--- src/logic/dnoc_pkg.sv ---
// Shared constants, register map and state types of the nominal termination control block.
package dnoc_pkg;

  // ****************************************************************
  // Clock and timing
  // ****************************************************************
  localparam int CLK_PERIOD_PS       = 40000;  // Core clock period, 25 MHz.
  localparam int ASYNC_DELAY_MIN_PS  = 2000;   // Shortest asynchronous switching delay.
  localparam int ASYNC_DELAY_MAX_PS  = 8500;   // Longest asynchronous switching delay.
  // Least time rounds up to whole cycles, never below one cycle.
  localparam int ASYNC_DELAY_CYCLES_RAW = (ASYNC_DELAY_MIN_PS + CLK_PERIOD_PS - 1) / CLK_PERIOD_PS;
  localparam int ASYNC_DELAY_CYCLES = (ASYNC_DELAY_CYCLES_RAW < 1) ? 1 : ASYNC_DELAY_CYCLES_RAW;
  localparam logic [2:0] MIN_HIGH_CHOP4  = 3'h4;  // Least high time after assert or chop-4 write.
  localparam logic [2:0] MIN_HIGH_BURST8 = 3'h6;  // Least high time after burst-8 write.
  localparam logic [4:0] LATENCY_OFFSET  = 5'h02; // Subtracted from write plus additive latency.
  localparam int         DELAY_DEPTH     = 32;    // Stages of the synchronous latency line.

  // ****************************************************************
  // Register map (byte addresses, one word each)
  // ****************************************************************
  localparam logic [3:0] ADDR_CTRL   = 4'h0;
  localparam logic [3:0] ADDR_STATUS = 4'h4;
  localparam logic [3:0] ADDR_EVENT  = 4'h8;
  localparam logic [31:0] CTRL_RESET = 32'h0000_0000;

  // Control word field positions.
  localparam int CTRL_CODE_LSB   = 0;   // Nominal termination code, 3 bits.
  localparam int CTRL_WRT_LSB    = 3;   // Write termination code, 2 bits.
  localparam int CTRL_INIT_BIT   = 5;   // Device initialised and calibrated.
  localparam int CTRL_DLLOFF_BIT = 6;   // DLL off or synchronising: asynchronous mode.
  localparam int CTRL_DLLDIS_BIT = 7;   // DLL disable mode: termination unsupported.
  localparam int CTRL_SREF_BIT   = 8;   // Self refresh.
  localparam int CTRL_CWL_LSB    = 9;   // Write latency, 4 bits.
  localparam int CTRL_AL_LSB     = 13;  // Additive latency, 4 bits.

  // Event word: sticky flags, write one to clear.
  localparam int EVT_HIGHTIME_BIT = 0;  // Control input dropped before its least high time.
  localparam int EVT_RESTRICT_BIT = 1;  // Restricted nominal strength used during a write.

  // ****************************************************************
  // Termination codes and strengths
  // ****************************************************************
  localparam logic [2:0] CODE_OFF      = 3'h0;
  localparam logic [2:0] CODE_DIV4     = 3'h1;
  localparam logic [2:0] CODE_DIV2     = 3'h2;
  localparam logic [2:0] CODE_DIV6     = 3'h3;
  localparam logic [2:0] CODE_DIV12    = 3'h4;
  localparam logic [2:0] CODE_DIV8     = 3'h5;
  localparam logic [7:0] REF_OHMS      = 8'hf0;  // Calibration reference resistance, 240 ohm.
  localparam logic [1:0] WRT_DISABLED  = 2'h0;

  // ****************************************************************
  // Types
  // ****************************************************************
  typedef enum logic [3:0] {
    ST_OFF     = 4'b0001,  // Reset, before initialisation, or DLL disabled.
    ST_SYNC    = 4'b0010,  // Latency-timed switching.
    ST_ASYNC   = 4'b0100,  // Fixed-delay switching while the DLL is off.
    ST_SELFREF = 4'b1000   // Self refresh, control input ignored.
  } dnoc_state_type;

  // Control word unpacked for use by the core logic.
  typedef struct packed {
    logic [3:0] additiveLatency;
    logic [3:0] writeLatency;
    logic       selfRefresh;
    logic       dllDisabled;
    logic       dllOff;
    logic       initDone;
    logic [1:0] writeCode;
    logic [2:0] nominalCode;
  } dnoc_ctrl_type;

  // Termination outputs bundled for the memory pad drivers.
  typedef struct packed {
    logic       on;           // Termination connected.
    logic       writeSelect;  // Write termination strength selected.
    logic [1:0] writeCode;    // Write termination code in use.
    logic [7:0] nominalOhms;  // Nominal termination value in ohms.
  } dnoc_term_type;

endpackage

--- src/logic/dnoc_pin_sync.sv ---
// Three-stage synchroniser with agreement filter for inputs from outside the clock domain.
`timescale 1ns/1ps
`default_nettype none

module dnoc_pin_sync #(
  parameter logic RESET_LEVEL = 1'b0
) (
  input  wire logic core_clk,
  input  wire logic srst,
  input  wire logic ce,
  input  wire logic pinIn,
  output logic      levelOut
);

  // ****************************************************************
  // State
  // ****************************************************************
  typedef struct packed {
    logic stage1;  // Metastable stage, read only by stage2.
    logic stage2;
    logic stage3;
    logic level;   // Filtered level.
  } dnoc_sync_type;

  dnoc_sync_type sync_reg;
  dnoc_sync_type sync_next;

  // A change counts only once the second and third stages agree.
  always_comb begin
    sync_next        = sync_reg;
    sync_next.stage1 = pinIn;
    sync_next.stage2 = sync_reg.stage1;
    sync_next.stage3 = sync_reg.stage2;
    if (sync_reg.stage2 == sync_reg.stage3) begin
      sync_next.level = sync_reg.stage3;
    end
  end

  // Register the state; the clock enable freezes all of it.
  always_ff @(posedge core_clk) begin
    if (srst) begin
      sync_reg <= {4{RESET_LEVEL}};
    end else if (ce) begin
      sync_reg <= sync_next;
    end
  end

  assign levelOut = sync_reg.level;

endmodule
`default_nettype wire

--- src/logic/dnoc_latency_line.sv ---
// Shift line that delays the registered control level by a programmable cycle count.
`timescale 1ns/1ps
`default_nettype none

module dnoc_latency_line (
  input  wire logic       core_clk,
  input  wire logic       srst,
  input  wire logic       ce,
  input  wire logic       levelIn,
  input  wire logic [4:0] latency,
  output logic            levelOut
);

  // ****************************************************************
  // State
  // ****************************************************************
  // Stage k holds the level registered k cycles ago.
  typedef struct packed {
    logic [dnoc_pkg::DELAY_DEPTH-1:0] line;
  } dnoc_line_type;

  dnoc_line_type line_reg;
  dnoc_line_type line_next;

  // Shift one place per enabled cycle.
  always_comb begin
    line_next.line = {line_reg.line[dnoc_pkg::DELAY_DEPTH-2:0], levelIn};
  end

  // Reset empties the line so nothing stale turns termination on.
  always_ff @(posedge core_clk) begin
    if (srst) begin
      line_reg <= '0;
    end else if (ce) begin
      line_reg <= line_next;
    end
  end

  // The tap is picked by index; the caller keeps the latency below the depth.
  assign levelOut = line_reg.line[latency];

endmodule
`default_nettype wire

--- src/logic/dnoc_odt_control.sv ---
// Nominal on-die termination control with its Avalon-MM register slave.
`timescale 1ns/1ps
`default_nettype none

module dnoc_odt_control (
  input  wire logic          core_clk,
  input  wire logic          srst,
  input  wire logic          ce,
  input  wire logic          odtPin,           // Termination control pin from the controller.
  input  wire logic          resetPinN,        // Device reset pin, active low.
  input  wire logic          writeCmd,         // One-cycle pulse: write command registered.
  input  wire logic          writeIsBurst8,    // With writeCmd: burst-8, else chop-4.
  input  wire logic          writeBurst,       // Level: write data burst in progress.
  input  wire logic [3:0]    avsAddress,
  input  wire logic          avsRead,
  input  wire logic          avsWrite,
  input  wire logic [31:0]   avsWriteData,
  input  wire logic [3:0]    avsByteEnable,
  output logic [31:0]        avsReadData,
  output logic               avsWaitRequest,
  output dnoc_pkg::dnoc_term_type termOut
);

  // ****************************************************************
  // Helper functions
  // ****************************************************************
  // Synchronous latency in cycles, clamped into the delay line.
  function automatic logic [4:0] syncLatency(input logic [3:0] write_latency, input logic [3:0] al);
    logic [4:0] sum;
    sum = {1'b0, write_latency} + {1'b0, al};
    if (sum < dnoc_pkg::LATENCY_OFFSET) begin
      syncLatency = 5'h00;
    end else begin
      syncLatency = sum - dnoc_pkg::LATENCY_OFFSET;
    end
  endfunction

  // Nominal strength in ohms for each legal code, zero when off or reserved.
  function automatic logic [7:0] nominalOhms(input logic [2:0] code);
    unique case (code)
      dnoc_pkg::CODE_DIV2:  nominalOhms = dnoc_pkg::REF_OHMS / 8'h02;
      dnoc_pkg::CODE_DIV4:  nominalOhms = dnoc_pkg::REF_OHMS / 8'h04;
      dnoc_pkg::CODE_DIV6:  nominalOhms = dnoc_pkg::REF_OHMS / 8'h06;
      dnoc_pkg::CODE_DIV8:  nominalOhms = dnoc_pkg::REF_OHMS / 8'h08;
      dnoc_pkg::CODE_DIV12: nominalOhms = dnoc_pkg::REF_OHMS / 8'h0c;
      default:              nominalOhms = 8'h00;
    endcase
  endfunction

  // Merge a bus write into a word under its byte enables.
  function automatic logic [31:0] mergeBytes(input logic [31:0] old, input logic [31:0] data,
                                             input logic [3:0] be);
    mergeBytes = old;
    for (int i = 0; i < 4; i++) begin
      if (be[i]) begin
        mergeBytes[i*8 +: 8] = data[i*8 +: 8];
      end
    end
  endfunction

  // ****************************************************************
  // Pin synchronisers and latency line
  // ****************************************************************
  logic odtLevel;       // Filtered control pin level.
  logic resetLevelN;    // Filtered reset pin level.
  logic odtGated;       // Control level after ignore conditions.
  logic odtDelayed;     // Control level after the synchronous latency.

  // The control pin is registered on the rising edge only.
  dnoc_pin_sync #(.RESET_LEVEL(1'b0)) odtSync (
    .core_clk (core_clk),
    .srst     (srst),
    .ce       (ce),
    .pinIn    (odtPin),
    .levelOut (odtLevel)
  );

  // Reset pin starts asserted so termination stays off until it is seen high.
  dnoc_pin_sync #(.RESET_LEVEL(1'b0)) rstSync (
    .core_clk (core_clk),
    .srst     (srst),
    .ce       (ce),
    .pinIn    (resetPinN),
    .levelOut (resetLevelN)
  );

  // ****************************************************************
  // State
  // ****************************************************************
  typedef struct packed {
    dnoc_pkg::dnoc_state_type state;
    logic [31:0]              ctrlWord;     // Software control word.
    logic                     termOn;       // Termination connected.
    logic                     writeSelect;  // Write termination in use.
    logic [7:0]               ohms;         // Nominal value reported to the pads.
    logic                     asyncStage;   // Asynchronous path one-cycle delay.
    logic                     odtPrev;      // Control level one cycle ago.
    logic [2:0]               highCount;    // Cycles high since the last start point.
    logic [2:0]               highMin;      // Least high time now owed.
    logic                     evtHighTime;  // Sticky high time violation.
    logic                     evtRestrict;  // Sticky restricted strength during a write.
    logic                     ack;          // Bus answer cycle.
    logic [31:0]              readData;     // Registered read data.
  } dnoc_core_type;

  dnoc_core_type core_reg;
  dnoc_core_type core_next;

  dnoc_pkg::dnoc_ctrl_type ctrl;
  assign ctrl = dnoc_pkg::dnoc_ctrl_type'(core_reg.ctrlWord[16:0]);

  // ****************************************************************
  // Combinational decode
  // ****************************************************************
  logic codeIllegal;   // Reserved nominal code programmed.
  logic nominalOn;     // Nominal termination enabled by its code.
  logic dynamicOn;     // Write termination enabled by its code.
  logic anyEnabled;    // Some termination enabled at all.
  logic accepted;      // Bus request completes this cycle.

  always_comb begin
    codeIllegal = (ctrl.nominalCode > dnoc_pkg::CODE_DIV8);
    nominalOn   = (ctrl.nominalCode != dnoc_pkg::CODE_OFF) && !codeIllegal;
    dynamicOn   = (ctrl.writeCode != dnoc_pkg::WRT_DISABLED);
    anyEnabled  = nominalOn || dynamicOn;
    accepted    = (avsRead || avsWrite) && core_reg.ack;
  end

  // In self refresh or with all termination disabled the pin is ignored.
  assign odtGated = odtLevel && anyEnabled && (core_reg.state != dnoc_pkg::ST_SELFREF);

  // Latency measured from the registration edge of the control level.
  dnoc_latency_line latLine (
    .core_clk (core_clk),
    .srst     (srst),
    .ce       (ce),
    .levelIn  (odtGated),
    .latency  (syncLatency(ctrl.writeLatency, ctrl.additiveLatency)),
    .levelOut (odtDelayed)
  );

  // ****************************************************************
  // Next-state logic
  // ****************************************************************
  // One process computes the whole next state: mode, termination, checks and bus.
  always_comb begin
    core_next = core_reg;

    // Mode selection. Reset pin and missing initialisation win over everything.
    unique case (core_reg.state)
      dnoc_pkg::ST_OFF,
      dnoc_pkg::ST_SYNC,
      dnoc_pkg::ST_ASYNC,
      dnoc_pkg::ST_SELFREF: begin
        if (!resetLevelN || !ctrl.initDone || ctrl.dllDisabled) begin
          core_next.state = dnoc_pkg::ST_OFF;
        end else if (ctrl.selfRefresh) begin
          core_next.state = dnoc_pkg::ST_SELFREF;
        end else if (ctrl.dllOff) begin
          core_next.state = dnoc_pkg::ST_ASYNC;
        end else begin
          core_next.state = dnoc_pkg::ST_SYNC;
        end
      end
    endcase

    // The asynchronous path waits its fixed delay of one cycle; a longer
    // least delay would need more stages, which this clock rate never asks for.
    core_next.asyncStage = odtGated;

    // Termination switching by mode. The output register adds the half-cycle
    // completion skew, rounded to one whole cycle at this clock rate.
    unique case (core_reg.state)
      dnoc_pkg::ST_SYNC: begin
        core_next.termOn = odtDelayed;
      end
      dnoc_pkg::ST_ASYNC: begin
        core_next.termOn = core_reg.asyncStage;
      end
      dnoc_pkg::ST_OFF,
      dnoc_pkg::ST_SELFREF: begin
        core_next.termOn = 1'b0;
      end
    endcase

    // Write termination only while a write burst runs; nominal otherwise.
    core_next.writeSelect = dynamicOn && writeBurst
                            && (core_reg.state != dnoc_pkg::ST_OFF);
    // Code 000 or a reserved code reports no nominal value.
    core_next.ohms = nominalOn ? nominalOhms(ctrl.nominalCode) : 8'h00;

    // Least high time bookkeeping: restart on a rising edge or on a write
    // registered while high; the device only reports a violation.
    core_next.odtPrev = odtLevel;
    if (odtLevel && !core_reg.odtPrev) begin
      core_next.highCount = 3'h1;
      core_next.highMin   = dnoc_pkg::MIN_HIGH_CHOP4;
    end else if (odtLevel && writeCmd) begin
      core_next.highCount = 3'h1;
      core_next.highMin   = writeIsBurst8 ? dnoc_pkg::MIN_HIGH_BURST8
                                          : dnoc_pkg::MIN_HIGH_CHOP4;
    end else if (odtLevel && core_reg.highCount < core_reg.highMin) begin
      core_next.highCount = core_reg.highCount + 3'h1;
    end

    // Sticky events: a clear by software loses to a set in the same cycle.
    if (avsWrite && accepted && avsAddress == dnoc_pkg::ADDR_EVENT && avsByteEnable[0]) begin
      if (avsWriteData[dnoc_pkg::EVT_HIGHTIME_BIT]) begin
        core_next.evtHighTime = 1'b0;
      end
      if (avsWriteData[dnoc_pkg::EVT_RESTRICT_BIT]) begin
        core_next.evtRestrict = 1'b0;
      end
    end
    if (!odtLevel && core_reg.odtPrev && core_reg.highCount < core_reg.highMin) begin
      core_next.evtHighTime = 1'b1;
    end
    // Without write termination only the /2, /4, /6 strengths suit writes.
    if (writeBurst && !dynamicOn && core_reg.termOn
        && (ctrl.nominalCode == dnoc_pkg::CODE_DIV8
            || ctrl.nominalCode == dnoc_pkg::CODE_DIV12)) begin
      core_next.evtRestrict = 1'b1;
    end

    // Bus slave: one wait cycle, then the answer. Writes land at the answer edge.
    core_next.ack = (avsRead || avsWrite) && !core_reg.ack;
    if (avsWrite && accepted && avsAddress == dnoc_pkg::ADDR_CTRL) begin
      core_next.ctrlWord = mergeBytes(core_reg.ctrlWord, avsWriteData, avsByteEnable);
    end
    core_next.readData = 32'h0000_0000;
    if (avsRead && !core_reg.ack) begin
      unique case (avsAddress)
        dnoc_pkg::ADDR_CTRL: begin
          core_next.readData = {14'h0000, core_reg.ctrlWord[17:0]};
        end
        dnoc_pkg::ADDR_STATUS: begin
          core_next.readData = {23'h000000, odtLevel, core_reg.state, codeIllegal,
                                (core_reg.state == dnoc_pkg::ST_ASYNC),
                                core_reg.writeSelect, core_reg.termOn};
        end
        dnoc_pkg::ADDR_EVENT: begin
          core_next.readData = {30'h0000_0000, core_reg.evtRestrict, core_reg.evtHighTime};
        end
        default: begin
          core_next.readData = 32'h0000_0000;        // Unmapped addresses read zero.
        end
      endcase
    end
  end

  // ****************************************************************
  // State register
  // ****************************************************************
  // Synchronous reset to fixed values; the clock enable freezes everything.
  always_ff @(posedge core_clk) begin
    if (srst) begin
      core_reg          <= '0;
      core_reg.state    <= dnoc_pkg::ST_OFF;
      core_reg.ctrlWord <= dnoc_pkg::CTRL_RESET;
    end else if (ce) begin
      core_reg <= core_next;
    end
  end

  // ****************************************************************
  // Outputs
  // ****************************************************************
  // Wait request is combinational so the bus sees the answer cycle at once.
  assign avsWaitRequest      = (avsRead || avsWrite) && !core_reg.ack;
  assign avsReadData         = core_reg.readData;
  // One assignment drives the whole bundle, so the output keeps a single driver.
  assign termOut = '{on:          core_reg.termOn,
                     writeSelect: core_reg.writeSelect,
                     writeCode:   core_reg.writeSelect ? ctrl.writeCode : 2'h0,
                     nominalOhms: core_reg.ohms};

endmodule
`default_nettype wire

--- config.mk ---
export PLATFORM = sky130hd
export DESIGN_NAME = dnoc_odt_control
export DESIGN_NICKNAME = d
export VERILOG_FILES = /design/src/logic/dnoc_pkg.sv /design/src/logic/dnoc_pin_sync.sv /design/src/logic/dnoc_latency_line.sv /design/src/logic/dnoc_odt_control.sv
export SDC_FILE = /design/constraint.sdc
export NUM_CORES = 1
export LEC_CHECK = 0
export ABC_AREA = 1
export ABC_CLOCK_PERIOD_IN_PS = 3200
export BUFFER_PORTS_ARGS = -buffer_cell sky130_fd_sc_hd__buf_2
export CAP_MARGIN = 5
export CORE_ASPECT_RATIO = 1.4
export CORE_UTILIZATION = 50
export DETAILED_ROUTE_END_ITERATION = 6
export GPL_TIMING_DRIVEN = 1
export PLACE_DENSITY = 0.75
export SYNTH_ARGS = -nofsm -noshare
export SYNTH_HDL_FRONTEND = slang
export SYNTH_SLANG_ARGS = --single-unit
export TNS_END_PERCENT = 5
--- constraint.sdc ---
create_clock -name core_clk -period 3.2 [get_ports core_clk]
set_clock_uncertainty 0.1 [all_clocks]
set_input_delay 0.32 -clock core_clk [delete_from_list [all_inputs] [get_ports core_clk]]
set_output_delay 0.32 -clock core_clk [all_outputs]
set_load 0.01 [all_outputs]
==> reports/metrics.csv <==
metric,value,unit
startpoint types,register,
pin count of the biggest net entering global routing,55,
starting density of the core,0.519,
total negative slack,0,ps
CTS sink count,97,
first-pass GRT wire length,17300,um
fillers,848,
Hold Crit Start,odtPin,
Fin Hold WS,107,ps
register area share after synthesis,0.409,
"Hold Vio Cnt, Final",0,
Leak,2.20,nW
Placer Congestion,0.894,
Final setup viols,0,
initial antenna violation count,0,
worst setup path end,termOut[11],
Ports,95,
critical path class,reg -> reg,
"Clk Latency, worst-skew pair",350,ps
worst setup path start,core_reg[62],
Pins Over Slew Limit,0,
layout cells sized above 1,0.163,
PnR Total Power,0.00264,W
worst slew pin tran,1050,ps
Post-CTS Resized,0,
"flops & latches, synth",97,
register area,0.00194,sq mm
end of the worst register-to-register path,termOut[11],
Yosys top cell by area,dfxtp_1,
Post-synth top flop,dfxtp_1,
crit share post-route,0.855,
DRC,19,
synth warn,0,
Cell variety after synth,43,
adder-cell share of the synthesized area,0.0227,
Synth Area in Simple Gates,0.237,
Worst Reg-to-Reg Cells,15,
Root Driver,clkbuf_16,
hold-fix buffers at CTS,0,
Avg WL per Cell,13.5,um
Area Overhead vs Synth,9.18,%
failing checks,DRC,
minimum clock period,2740,ps
Compound-Gate Fraction of Synth Area,0.174,
HPWL Detailed,7370,um
Vias/cell,5.43,
chip width,84.3,um
Longest Clk Path Bufs,2,
die height,117,um
GRT overflow,0,
Multi-input gate area,0.00213,sq mm
share of the synthesized area in the top cell type,0.409,
I/O Buffers,63,
WP data arrival,2850,ps
Max Fclk,366,MHz
Clock transition at path regs,60,ps
main combinational cell family by area after synthesis,simple AND/OR/NAND/NOR gates,
Synth Instances,634,
Tightest Hold Check Type,in -> reg,
full die area,0.00988,sq mm
post-CTS setup buffers,0,
Largest register FFs,32,
status,"finished, violations left",
Worst R2R Setup Slack,460,ps
Synth Cell Area,0.00474,sq mm
TritonCTS Buffers,9,
# rows,41,
post-synthesis mux area share,0,
initial detailed-routing violation count,254,
"antenna viol nets, final",0,
Worst VDD drop,321,uV
Area contributors post-synth,"dfxtp_1, buf_4, a21oi_1",
vias in the first global route,3857,
power per cell area,511,mW/mm^2
"EDFF count, synth",0,
syn_area_per_cell,7.48,sq um
Routed WL,10400,um
CP Capture Type,register,
ys async rst share,0,
R2R Path Start,core_reg[62],
vias,4172,
Slew headroom,0.298,
antenna cells,0,
CP Data Required Time,3310,ps
CP max FO,19,
MaxCap Viol Count,0,
unrepaired setup endpoints after global routing,no,
GRT Overall Usage,0.220,
Placeable Area,0.00913,sq mm
nets@finish,716,
DRT Pass-1 Iters,7,
H-tree depth,3,
post-synthesis xor/xnor area fraction,0.00185,
CTS tree,done,
per-layer routing:
layer | share of wire | GRT usage | vias to the layer above
met2 | 0.50 | 0.385 | 124
li1 | - | - | 2089
met4 | 0.035 | 0.114 | 0
met5 | 0 | 0 | -
met1 | 0.42 | 0.255 | 1934
met3 | 0.046 | 0.0484 | 25
critical path, cell delays in order (launching register included):
cell,delay [ps]
dfxtp_1,370
ha_1,180
inv_1,50
fa_1,570
ha_1,240
inv_1,80
nor2_4,160
nand2_8,130
nand2_4,150
inv_2,70
nand3_1,90
nand3_1,80
nand3_1,70
nand3_1,100
nand3_2,90
a21oi_2,40
synthesized netlist by cell type, types with 2 or more instances:
cell,n
clkinv_1,2
o22ai_1,3
nand3_1,44
nor3_1,36
a22oi_1,9
nand2_2,3
o2111ai_1,4
o211ai_1,2
o31ai_1,2
nand3b_1,3
nor2_1,56
dfxtp_1,97
inv_2,2
nor2_4,2
nand2_4,3
nand3_2,7
nor2_2,4
o21ai_0,54
a211oi_1,2
a21oi_1,58
nand4_1,4
nand2_1,70
clkbuf_1,25
inv_1,73
ha_1,7
o21a_1,2
buf_4,43
a21oi_2,2
kinds of logic (layout without fill, tap and decap cells):
kind of cell | count (synthesis) | after routing
adder cells (fa/ha/maj) | 8 | 8
other | 1 | 16
flip-flops | 97 | 97
buffers and inverters | 147 | 160
XOR/XNOR | 1 | 1
AND/OR/NAND/NOR | 235 | 235
AO/OA/AOI/OAI | 145 | 145
cells in the final DEF, fill, tap and decap left out, types with 3 or more instances in the layout:
cell type	count
a21oi_1	58
a22oi_1	9
buf_2	63
buf_4	5
bufinv_16	3
clkbuf_16	9
conb_1	16
dfxtp_1	97
ha_1	7
inv_1	73
nand2_1	70
nand2_2	3
nand2_4	3
nand3_1	44
nand3_2	7
nand3b_1	3
nand4_1	4
nor2_1	56
nor2_2	4
nor3_1	36
o2111ai_1	4
o21ai_0	54
o22ai_1	3
metrics by stage:
step	area (sq um)	util	worst slack [ps]	instances
after floorplan	4800	-	773	649
after global placement	4840	0.530	494	754
after detailed placement	4840	0.530	463	754
after CTS	5180	0.567	441	769
after global routing	5180	0.567	229	769
final	5180	0.567	464	769
layout make-up:
class,count,area share
multi-input cells,405,0.411
inverters,77,0.0558
well taps,107,0.0259
clock inverters,5,0.0203
repair buffers,68,0.0681
clock buffers,10,0.0442
flip-flops and latches,97,0.375
power by group:
group | switching, W | leakage (nW) | total (W) | internal, W
registers | 0.0000171 | 0.790 | 0.00126 | 0.00124
clock network | 0.000453 | 0.155 | 0.00121 | 0.000759
logic | 0.000118 | 1.25 | 0.000173 | 0.0000555
total | 0.000587 | 2.20 | 0.00264 | 0.00206
worst min-delay path by stage:
stage | endpoint | slack (ps) | cells past startpoint
after floorplan | odtSync.levelOut | 340 | 2
after global placement | odtSync.levelOut | 350 | 2
after detailed placement | avsReadData[1] | 350 | 2
after CTS | odtSync.sync_next[2] | 110 | 3
after global routing | odtSync.sync_next[2] | 130 | 3
final | odtSync.sync_next[2] | 110 | 3
(Power assumes the default switching activity.)
